### src/inc/aad_regs.svh
`ifndef AAD_REGS_SVH
`define AAD_REGS_SVH

// Register byte offsets
`define AAD_OFS_WREG 12'h000
`define AAD_OFS_STAT 12'h004
`define AAD_OFS_CTRL 12'h008
`define AAD_OFS_RETIRED 12'h00c

// Status field positions
`define AAD_STAT_CARRY 0
`define AAD_STAT_NIBBLE 1
`define AAD_STAT_ZERO 2
`define AAD_STAT_UNSUP 3

// Control field positions
`define AAD_CTRL_RUN 0

// Reset values
`define AAD_RST_WREG 8'h00
`define AAD_RST_FLAGS 3'h0
`define AAD_RST_RUN 1'b1
`define AAD_RST_RETIRED 16'h0000

// Opcode prefixes
`define AAD_PFX_ADD_LIT 5'h1f
`define AAD_PFX_AND_LIT 6'h39
`define AAD_PFX_ADD_FILE 6'h07
`define AAD_PFX_AND_FILE 6'h05

// Oscillator periods per instruction cycle
`define AAD_PERIODS_PER_CYCLE 4

`endif

### src/inc/aad_pkg.sv
package aad_pkg;

    typedef enum logic [2:0] {
        AAD_OP_NONE = 3'h0,
        AAD_OP_ADD_LIT = 3'h1,
        AAD_OP_AND_LIT = 3'h2,
        AAD_OP_ADD_FILE = 3'h3,
        AAD_OP_AND_FILE = 3'h4
    } aad_op_t;

    // Gray coded instruction-cycle phases
    typedef enum logic [1:0] {
        AAD_Q1 = 2'h0,
        AAD_Q2 = 2'h1,
        AAD_Q3 = 2'h3,
        AAD_Q4 = 2'h2
    } aad_phase_t;

endpackage : aad_pkg

### src/core/aad_alu.sv
`timescale 1ns/10ps
`default_nettype none

module aad_alu #(
    parameter int WIDTH = 8
) (
    // Operands
    input wire logic [WIDTH-1:0] acc,
    input wire logic [WIDTH-1:0] opnd,
    input wire logic do_add,
    // Result and flags
    output logic [WIDTH-1:0] result,
    output logic carry,
    output logic nibble_carry,
    output logic zero
);

    wire logic [WIDTH:0] full_sum;
    wire logic [4:0] low_sum;

    assign full_sum = {1'b0, acc} + {1'b0, opnd};
    assign low_sum = {1'b0, acc[3:0]} + {1'b0, opnd[3:0]};
    assign result = do_add ? full_sum[WIDTH-1:0] : (acc & opnd);
    assign carry = full_sum[WIDTH];
    assign nibble_carry = low_sum[4];
    assign zero = (result == '0);

endmodule : aad_alu
`default_nettype wire

### src/core/aad_core.sv
// Overview of operation
// - An instruction with prefix 11 111x adds its 8-bit literal to the accumulator, stores the sum there and updates carry, nibble carry and zero.
// - An instruction with prefix 11 1001 ANDs the accumulator with its literal, stores the result there and updates only zero.
// - An instruction with prefix 00 0111 adds the accumulator to the addressed 7-bit file register and updates carry, nibble carry and zero.
// - An instruction with prefix 00 0101 ANDs the accumulator with the addressed file register and updates only zero.
// - For the file forms a destination bit of 0 sends the result to the accumulator and 1 writes it back to the file register.
// - Each of these instructions completes in one instruction cycle built from four clock periods.
`timescale 1ns/10ps
`default_nettype none
`include "aad_regs.svh"

module aad_core import aad_pkg::*; #(
    parameter int ADDR_W = 12,
    parameter int CNT_W = 16
) (
    // Clock, reset and enable
    input wire logic pclk,
    input wire logic presetn,
    input wire logic ce,
    // APB slave
    input wire logic psel,
    input wire logic penable,
    input wire logic pwrite,
    input wire logic [ADDR_W-1:0] paddr,
    input wire logic [31:0] pwdata,
    output logic [31:0] prdata,
    output logic pready,
    output logic pslverr,
    // Instruction fetch
    input wire logic instr_valid,
    input wire logic [13:0] instr_word,
    output logic instr_ready,
    // File register port
    output logic [6:0] file_addr,
    output logic file_rd_en,
    input wire logic [7:0] file_rd_data,
    output logic file_wr_en,
    output logic [7:0] file_wr_data,
    // Execution status
    output logic exec_done
);

    // Phase sequencer
    aad_phase_t phase_ff;
    aad_phase_t nxt_phase;
    logic run_ff;
    logic busy_ff;
    wire logic in_q1;
    wire logic in_q2;
    wire logic in_q3;
    wire logic in_q4;
    wire logic take;
    wire logic nxt_busy;

    assign in_q1 = (phase_ff == AAD_Q1);
    assign in_q2 = (phase_ff == AAD_Q2);
    assign in_q3 = (phase_ff == AAD_Q3);
    assign in_q4 = (phase_ff == AAD_Q4);

    // Only Q1 may stall; a cycle already started always finishes in Q4
    always_comb begin
        case (phase_ff)
            AAD_Q1: nxt_phase = run_ff ? AAD_Q2 : AAD_Q1;
            AAD_Q2: nxt_phase = AAD_Q3;
            AAD_Q3: nxt_phase = AAD_Q4;
            AAD_Q4: nxt_phase = AAD_Q1;
            default: nxt_phase = AAD_Q1;
        endcase
    end

    assign instr_ready = run_ff & in_q1;
    assign take = ce & instr_valid & instr_ready;
    assign nxt_busy = take ? 1'b1 : (in_q4 ? 1'b0 : busy_ff);

    always_ff @(posedge pclk or negedge presetn) begin
        if (!presetn) begin
            phase_ff <= AAD_Q1;
            busy_ff <= 1'b0;
        end else if (ce) begin
            phase_ff <= nxt_phase;
            busy_ff <= nxt_busy;
        end
    end

    // Decode, captured when the word is taken
    aad_op_t dec_op;
    logic dec_dest;
    logic [6:0] dec_addr;
    logic [7:0] dec_lit;

    aad_decode u_decode (
        .instr_word(instr_word),
        .op(dec_op),
        .dest_file(dec_dest),
        .addr(dec_addr),
        .literal(dec_lit)
    );

    aad_op_t op_ff;
    logic dest_ff;
    logic [7:0] lit_ff;
    logic [6:0] file_addr_ff;
    logic file_rd_en_ff;
    wire logic dec_is_file;

    assign dec_is_file = (dec_op == AAD_OP_ADD_FILE) || (dec_op == AAD_OP_AND_FILE);

    always_ff @(posedge pclk or negedge presetn) begin
        if (!presetn) begin
            op_ff <= AAD_OP_NONE;
            dest_ff <= 1'b0;
            lit_ff <= 8'h00;
            file_addr_ff <= 7'h00;
            file_rd_en_ff <= 1'b0;
        end else if (ce) begin
            if (take) begin
                op_ff <= dec_op;
                dest_ff <= dec_dest;
                lit_ff <= dec_lit;
                file_addr_ff <= dec_addr;
                file_rd_en_ff <= dec_is_file;
            end else if (in_q3) begin
                file_rd_en_ff <= 1'b0;
            end
        end
    end

    // Phase gate keeps a stray strobe out of Q4 and Q1 even if the
    // capture logic above is changed later
    wire logic rd_window;

    assign rd_window = in_q2 | in_q3;
    assign file_addr = file_addr_ff;
    assign file_rd_en = file_rd_en_ff & rd_window;

    // Operand: literal or file data sampled at the end of Q3
    wire logic op_is_file;
    wire logic op_is_add;
    wire logic op_valid;
    logic [7:0] opnd_sel;
    logic [7:0] w_ff;
    logic [7:0] alu_res;
    logic alu_c;
    logic alu_dc;
    logic alu_z;

    assign op_is_file = (op_ff == AAD_OP_ADD_FILE) || (op_ff == AAD_OP_AND_FILE);
    assign op_is_add = (op_ff == AAD_OP_ADD_LIT) || (op_ff == AAD_OP_ADD_FILE);
    assign op_valid = busy_ff & (op_ff != AAD_OP_NONE);
    assign opnd_sel = op_is_file ? file_rd_data : lit_ff;

    aad_alu #(
        .WIDTH(8)
    ) u_alu (
        .acc(w_ff),
        .opnd(opnd_sel),
        .do_add(op_is_add),
        .result(alu_res),
        .carry(alu_c),
        .nibble_carry(alu_dc),
        .zero(alu_z)
    );

    // Result stage, loaded at the end of Q3
    logic [7:0] res_ff;
    logic res_c_ff;
    logic res_dc_ff;
    logic res_z_ff;
    logic file_wr_en_ff;
    logic exec_done_ff;
    wire logic load_res;
    wire logic nxt_file_wr;

    // Flags travel with the result so a commit never mixes two words
    assign load_res = in_q3 & op_valid;
    assign nxt_file_wr = load_res & op_is_file & dest_ff;

    always_ff @(posedge pclk or negedge presetn) begin
        if (!presetn) begin
            res_ff <= 8'h00;
            res_c_ff <= 1'b0;
            res_dc_ff <= 1'b0;
            res_z_ff <= 1'b0;
            file_wr_en_ff <= 1'b0;
            exec_done_ff <= 1'b0;
        end else if (ce) begin
            if (load_res) begin
                res_ff <= alu_res;
                res_c_ff <= alu_c;
                res_dc_ff <= alu_dc;
                res_z_ff <= alu_z;
            end
            file_wr_en_ff <= nxt_file_wr;
            exec_done_ff <= load_res;
        end
    end

    assign file_wr_en = file_wr_en_ff;
    assign file_wr_data = res_ff;
    assign exec_done = exec_done_ff;

    // Commit at the end of Q4
    wire logic commit;
    wire logic commit_w;
    wire logic commit_cdc;

    assign commit = in_q4 & op_valid;
    assign commit_w = commit & ~(op_is_file & dest_ff);
    assign commit_cdc = commit & op_is_add;

    // APB slave; pready follows ce so a frozen block stalls the master
    wire logic apb_done;
    wire logic apb_wr;
    wire logic hit_w;
    wire logic hit_stat;
    wire logic hit_ctrl;
    wire logic hit_ret;
    wire logic hit_any;

    assign apb_done = psel & penable & ce;
    assign apb_wr = apb_done & pwrite & hit_any;
    assign hit_w = (paddr == ADDR_W'(`AAD_OFS_WREG));
    assign hit_stat = (paddr == ADDR_W'(`AAD_OFS_STAT));
    assign hit_ctrl = (paddr == ADDR_W'(`AAD_OFS_CTRL));
    assign hit_ret = (paddr == ADDR_W'(`AAD_OFS_RETIRED));
    assign hit_any = hit_w | hit_stat | hit_ctrl | hit_ret;
    assign pready = ce;
    // Unmapped addresses answer with an error, read as zero and write nothing
    assign pslverr = psel & penable & ~hit_any;

    // Accumulator and flags; the core's commit wins over a software write
    logic flag_c_ff;
    logic flag_dc_ff;
    logic flag_z_ff;
    logic unsup_ff;
    logic [CNT_W-1:0] retired_ff;
    wire logic [7:0] nxt_w;
    wire logic nxt_c;
    wire logic nxt_dc;
    wire logic nxt_z;
    wire logic nxt_unsup;
    wire logic unsup_seen;
    wire logic sw_stat;

    assign sw_stat = apb_wr & hit_stat;
    assign nxt_w = commit_w ? res_ff : ((apb_wr & hit_w) ? pwdata[7:0] : w_ff);
    assign nxt_c = commit_cdc ? res_c_ff :
                   (sw_stat ? pwdata[`AAD_STAT_CARRY] : flag_c_ff);
    assign nxt_dc = commit_cdc ? res_dc_ff :
                    (sw_stat ? pwdata[`AAD_STAT_NIBBLE] : flag_dc_ff);
    // Zero follows every committed op, and ANDs touch nothing else
    assign nxt_z = commit ? res_z_ff :
                   (sw_stat ? pwdata[`AAD_STAT_ZERO] : flag_z_ff);
    // Unsupported words are dropped but remembered; set beats a clear
    assign unsup_seen = in_q4 & busy_ff & (op_ff == AAD_OP_NONE);
    assign nxt_unsup = unsup_seen | (unsup_ff & ~(sw_stat & pwdata[`AAD_STAT_UNSUP]));

    always_ff @(posedge pclk or negedge presetn) begin
        if (!presetn) begin
            w_ff <= `AAD_RST_WREG;
            {flag_z_ff, flag_dc_ff, flag_c_ff} <= `AAD_RST_FLAGS;
            unsup_ff <= 1'b0;
        end else if (ce) begin
            w_ff <= nxt_w;
            flag_c_ff <= nxt_c;
            flag_dc_ff <= nxt_dc;
            flag_z_ff <= nxt_z;
            unsup_ff <= nxt_unsup;
        end
    end

    // Control and retired-instruction count
    wire logic [CNT_W-1:0] nxt_retired;
    wire logic nxt_run;

    assign nxt_run = (apb_wr & hit_ctrl) ? pwdata[`AAD_CTRL_RUN] : run_ff;
    // Software cannot load the count; it moves only on a commit
    assign nxt_retired = commit ? retired_ff + CNT_W'(1) : retired_ff;

    always_ff @(posedge pclk or negedge presetn) begin
        if (!presetn) begin
            run_ff <= `AAD_RST_RUN;
            retired_ff <= `AAD_RST_RETIRED;
        end else if (ce) begin
            run_ff <= nxt_run;
            retired_ff <= nxt_retired;
        end
    end

    // Read mux
    wire logic [31:0] rd_stat;
    wire logic [31:0] rd_ctrl;

    assign rd_stat = {28'h0000000, unsup_ff, flag_z_ff, flag_dc_ff, flag_c_ff};
    assign rd_ctrl = {31'h00000000, run_ff};
    assign prdata = hit_w ? {24'h000000, w_ff} :
                    hit_stat ? rd_stat :
                    hit_ctrl ? rd_ctrl :
                    hit_ret ? 32'(retired_ff) : 32'h00000000;

endmodule : aad_core
`default_nettype wire

### src/core/aad_decode.sv
`timescale 1ns/10ps
`default_nettype none
`include "aad_regs.svh"

module aad_decode import aad_pkg::*; (
    // Instruction word
    input wire logic [13:0] instr_word,
    // Decoded fields
    output aad_op_t op,
    output logic dest_file,
    output logic [6:0] addr,
    output logic [7:0] literal
);

    wire logic is_add_lit;
    wire logic is_and_lit;
    wire logic is_add_file;
    wire logic is_and_file;

    assign is_add_lit = (instr_word[13:9] == `AAD_PFX_ADD_LIT);
    assign is_and_lit = (instr_word[13:8] == `AAD_PFX_AND_LIT);
    assign is_add_file = (instr_word[13:8] == `AAD_PFX_ADD_FILE);
    assign is_and_file = (instr_word[13:8] == `AAD_PFX_AND_FILE);

    assign op = is_add_lit ? AAD_OP_ADD_LIT :
                is_and_lit ? AAD_OP_AND_LIT :
                is_add_file ? AAD_OP_ADD_FILE :
                is_and_file ? AAD_OP_AND_FILE : AAD_OP_NONE;
    assign dest_file = instr_word[7];
    assign addr = instr_word[6:0];
    assign literal = instr_word[7:0];

endmodule : aad_decode
`default_nettype wire

### config.mk
export PLATFORM = sky130hd
export DESIGN_NAME = aad_core
export DESIGN_NICKNAME = d
export VERILOG_FILES = /design/src/inc/aad_pkg.sv /design/src/core/aad_alu.sv /design/src/core/aad_core.sv /design/src/core/aad_decode.sv
export VERILOG_INCLUDE_DIRS = /design/src /design/src/inc
export SDC_FILE = /design/constraint.sdc
export NUM_CORES = 1
export LEC_CHECK = 0
export ABC_AREA = 0
export BUFFER_PORTS_ARGS = -buffer_cell sky130_fd_sc_hd__buf_4
export CORE_MARGIN = 5
export CORE_UTILIZATION = 50
export CTS_CLUSTER_DIAMETER = 30
export DETAILED_ROUTE_END_ITERATION = 10
export PLACE_DENSITY = 0.77
export RECOVER_POWER = 50
export SYNTH_ARGS = -nofsm -noshare
export SYNTH_HDL_FRONTEND = slang
export SYNTH_SLANG_ARGS = --single-unit
### constraint.sdc
create_clock -name pclk -period 3.2 [get_ports pclk]
set_clock_uncertainty 0.1 [all_clocks]
set_input_delay 0.8 -clock pclk [delete_from_list [all_inputs] [get_ports pclk]]
set_output_delay 0.8 -clock pclk [all_outputs]
set_load 0.02 [all_outputs]
Word level (Yosys, flattened, before mapping)
Index checks and enable logic that the tools add are counted.

storage, ports and cells
  bits in registers = 65
  latch bits = 0
  RAM bits = 0
  bits in read-only memories = 0
  input port bits = 73
  output and inout port bits = 53
  word-level logic and storage cells = 117
  memories kept = 0

operators by class
  add/subtract/negate cells = 3
  multiply operators = 0
  div/mod/pow operators = 0
  $lt $le $gt $ge = 0
  equality and inequality tests = 15
  shift-type cells = 0
  mux-type cells = 24
  bitwise logic cells = 33
  reductions and logical operators = 22

operator list
  kind                                            count
  2-to-1 mux 16 bit                               4
  2-to-1 mux 8 bit                                4
  AND 1 bit                                       24
  == test 12 x 4 -> 1 bit, second input constant  2
  AND reduction 2 bit                             9
  adder 16 x 1 -> 16 bit, second input constant   1
  == test 12 x 3 -> 1 bit, second input constant  1
  == test 6 x 3 -> 1 bit, second input constant   2
  zero test 12 bit                                1
  2-to-1 mux 3 bit                                4
  2-to-1 mux 1 bit                                11
  nonzero test 2 bit                              5
  adder 8 x 8 -> 9 bit                            1
  AND 8 bit                                       1
  zero test 8 bit                                 1
  one-hot mux 2 bit (4 select lines)              1
  == test 3 x 2 -> 1 bit, second input constant   2
  == test 3 bit, second input constant            2
  == test 6 bit, second input constant            1
  adder 4 x 4 -> 5 bit                            1
  == test 5 bit, second input constant            1
  OR 1 bit                                        5
  == test 2 bit, second input constant            2
  == test 3 x 1 -> 1 bit, second input constant   1
  other kinds (6)                                 10

Depth between registers and ports, before layout
  depth in word-level cells = 10
  depth in mapped cells = 13
  mapped depth without buffers = 13

Hierarchy
A second synthesis with hierarchy kept.

unflattened totals
  cell total of the unflattened synthesis = 375
  area total of the unflattened synthesis = 3958.8 sq um

by module, submodules not included
  module      instances  cells an instance  area each (sq um)  seq. area each (sq um)
  aad_core    1          283                3268.1             1627.8
  aad_alu     1          67                 506.7              0.0
  aad_decode  1          25                 183.9              0.0

Least setup slack after synthesis
Ideal clock, no wire load.

  path kind = reg2reg
  from = reg op_ff[0]
  to = reg res_z_ff
  library setup time = 0.095 ns
  arrival time = 2.728 ns
  required time = 3.005 ns
  path slack = 0.276 ns
  stages on the path, launching flop included = 13
  buffers on the path = 0
  clock period less this slack = 2.924 ns
  cells stage by stage = dfrtp_1 > nand2_1 > o21ai_2 > mux2_2 > ha_1 > inv_1 > fa_1 > xor2_1 > nand3_1 > o31ai_1 > nand4_1 > or4_1 > o31ai_1

between the ends
  cells in the longest elaborated chain, start to end = 6
  elaborated cells on any way between the ends = 14
  those cells by class = 1 x add/sub; 3 x eq/ne; 2 x mux; 3 x bitwise; 5 x reduce/logical

ends and longest elaborated chain
  what                                                            RTL line                          source
  start, declared                                                 aad_core.sv:99                    aad_op_t op_ff;
  start signal, assigned                                          aad_core.sv:117                   op_ff <= dec_op;
  == test 3 x 2 -> 1 bit / == test 3 bit (equally long branches)  aad_core.sv:147, aad_core.sv:148
  logical OR 1 bit                                                aad_core.sv:147                   assign op_is_file = (op_ff == AAD_OP_ADD_FILE) || (op_ff == AAD_OP_AND_FILE);
  2-to-1 mux 8 bit                                                aad_core.sv:150                   assign opnd_sel = op_is_file ? file_rd_data : lit_ff;
  adder 8 x 8 -> 9 bit / AND 8 bit (equally long branches)        aad_alu.sv:21, aad_alu.sv:23
  2-to-1 mux 8 bit                                                aad_alu.sv:23                     assign result = do_add ? full_sum[WIDTH-1:0] : (acc & opnd);
  zero test 8 bit                                                 aad_alu.sv:26                     assign zero = (result == '0);
  end signal, assigned                                            aad_core.sv:191                   res_z_ff <= alu_z;
  end, declared                                                   aad_core.sv:168                   logic res_z_ff;

Several ways; a longest one is shown, not always the timed one.
A chain may end at the register's enable or synchronous reset.

Worst setup path in the final report
  from = reg op_ff[1]
  to = reg res_z_ff

The elaborated chain is that of the path after synthesis.

==> reports/results.ini <==
[outcome]
outcome = finished clean

[worst_setup_path]
endpoint_kind = register
reg2reg_from = op_ff[1]$_DFFE_PN0P_
startpoint_type = register
worst-endpoint-required_ps = 3340
critPathKind = register to register
r2r_slack_ps = 70
crit_fanout = 6
worstRegToRegCells = 13
arrival_ps = 3270
r2r_end = res_z_ff$_DFFE_PN0P_

[logic_synthesis]
syn_area_per_cell_sq_um = 9.62
ys_ff_latch = 57
synth.distinct_cells = 54
synth_edf_count = 0
synth_top_area_share_pct = 40.3
yosysSeqAreaShare_pct = 41.0
yosysTopAreaCell = dfrtp_1
synthArstFlopShare_pct = 100
synth_most_common_cell = nand2_1
synth_warnings = 0
synthFlopType = dfrtp_1
synth_common_cells = 61 x nand2_1, 56 x dfrtp_1, 26 x nor2_1
synth_area_leaders = dfrtp_1 40%, mux2_2 7.4%, nand2_1 6.6%
netlist_area_sq_um = 3480
syn_inst = 362

[global_routing]
grt_use_met2_pct = 35.1
track_usage_pct = 19.8
grt_pass1_vias = 2890
top_usage_layer = met2
grt_start_max_net_pins = 58
antenna_found_initial = 0
grt_first_pass_wirelength_mm = 13.7
grt-ovfl-total = 0
use_met3_pct = 3.94
met1_usage_pct = 23.8

[clocking]
numCtsBuffers = 9
cts_tree = built
htree_levels = 3
clock_path_buffers = 2
cts_root_buffer = clkbuf_8
insertion_delay_ps = 340
cts_setup_buffers = 0
clk_pin_slew_worst_paths_ps = 70
clkSinkCount = 57

[floorplan]
die_h_um = 93.4
die-area_sq_um = 8730
fp.dieW_um = 93.4
initial_core_util_pct = 51.2
num_rows = 30
io_pins = 126
core_sq_um = 6790

[route]
avgRoutedWirePerCell_um = 15.2
wl_mm = 8.33
ant_nets = 0
vias_per_cell = 5.25
via_count = 2870
drc = 0
drt_iter0_drc = 178
drt_pass1_iterations = 5

[sta]
finalCritPeriodShare_pct = 97.8
slew_headroom_pct = 6.95
tns_ps = 0
clock.fmax_ghz = 0.319
slew_violations = 0
worstMarginPinSlew_ps = 1400
rsz0062_at_grt = yes
setup_slack_ps = 69.4
fin_crit_ps = 3130
setup_viol = 0
hold_viol_final = 0

[hold_path]
hold_depth = 1
hold_path.class = register to register
min-delay-start = retired_ff[15]$_DFFE_PN0P_
hold_end = retired_ff[15]$_DFFE_PN0P_

[pwr]
p_sw_uw = 365
sw_frac_of_total_pct = 20.5
peakVddDrop_v = 0.000231
p_leak_uw = 0.00218
p_seq_share_pct = 40.9
p_comb_share_pct = 6.5
powerDensity_nw_per_um2 = 403
power.share.clock_pct = 52.7
internal_power_uw = 1410

[placement]
dp_slack_ps = 101
gp_congestion = 0.891
port_buffers = 85
post-dp-hpwl_mm = 6.33

[finish]
n_antenna_cell = 0
nFillCells = 547
nets = 529
drive_gt1_share_pct = 33.3
area_delta_synth_final_pct = 26.7

[job]
max_cap_viol_count = 0

## power groups by stage
| stage | combinational [uW] | clock, uW | sequential, uW |
|---|---|---|---|
| 4_1_cts | 115 | 945 | 726 |
| 6_report | 115 | 937 | 727 |
| 2_1_floorplan | 63.0 | 0 | 739 |
| 5_1_grt | 128 | 976 | 727 |
| 3_3_place_gp | 112 | 0 | 740 |
| 3_5_place_dp | 115 | 0 | 740 |
## worst max-delay path: stages, from the launching register on
cell and delay, ps:
dfrtp_2 450, nor2_2 140, nand2_1 110, o21ai_4 140
mux2_4 210, ha_2 210, inv_1 60, fa_1 390
xor2_1 200, nand3_1 100, o31ai_1 80, nand4_1 150
or4_1 510, o31ai_1 190
## through the flow
step                      hold slack, ps  total power, uW  area [sq um]  utilization, %  cells
after floorplan                      338              802          3540               -    377
after global placement               355              851          4110            60.5    531
after detailed placement             379              854          4110            60.5    531
after CTS                            388             1790          4380            64.5    547
after global routing                 411             1830          4410            64.9    547
final                                383             1780          4410            64.9    547
## state kept, by name (all words and copies together) (netlist names), 2 cells and up
signal        flops
file_wr_data      8
phase_ff          2
lit_ff            7
w_ff              8
op_ff             3
retired_ff       16
## routing by layer
metal | up-vias | share of wire [%]
met2 | 84 | 52
met1 | 1358 | 42
li1 | 1414 | -
met4 | 0 | 1.1
met5 | - | 0
met3 | 14 | 5.2
## what timing repair did
action | 4_1_cts | 5_1_grt
hold buffers | 0 | 0
resized for setup | 0 | 9
setup endpoints to repair | 0 | 10
## placed cells by master, fill, tap and decap left out, drive strengths merged, types with 3 or more instances in the layout
master,instances
xor2,5
nand3b,3
conb,16
inv,5
or4,3
nand2b,4
bufinv,4
nor3,3
o21ai,12
mux2,30
nor2,26
nand2,61
nand3,12
a22oi,7
o21a,3
dfrtp,56
o31ai,7
a21o,4
a21oi,16
clkbuf,12
buf,88
ha,9
and3,6
nand4,4
xnor2,12
nor3b,3
and2,11
## cells by family (layout without fill, tap and decap cells)
kind of cell    count (synthesis)  after routing  share of synthesized area (%)
xor+xnor                       17             17                           4.28
fa+ha+maj                      10             10                           3.81
simple gates                  147            147                           20.8
other cells                     1             16                          0.108
flops                          57             57                           41.0
compound gates                 61             61                           11.5
mux                            33             33                           11.7
buf+inv                        36            110                           6.79
## layout make-up
cell class	instances	area, sq um	share of cell area [%]
Multi-Input combinational cell	284	1900	43.1
Sequential cell	57	1430	32.4
Timing Repair Buffer	89	666	15.1
Clock buffer	11	151	3.43
Clock inverter	5	125	2.84
Tap cell	96	120	2.72
Inverter	5	18.8	0.426
## worst max-delay path by stage
stage	from	end	cells after the start
CTS	op_ff[1]$_DFFE_PN0P_	res_z_ff$_DFFE_PN0P_	11
floorplan	op_ff[0]$_DFFE_PN0P_	res_z_ff$_DFFE_PN0P_	12
global route	op_ff[1]$_DFFE_PN0P_	res_z_ff$_DFFE_PN0P_	13
global placement	file_rd_data[0]	res_z_ff$_DFFE_PN0P_	11
finish	op_ff[1]$_DFFE_PN0P_	res_z_ff$_DFFE_PN0P_	13
detailed placement	op_ff[0]$_DFFE_PN0P_	res_z_ff$_DFFE_PN0P_	10
Power figures use the tool's default switching activity.
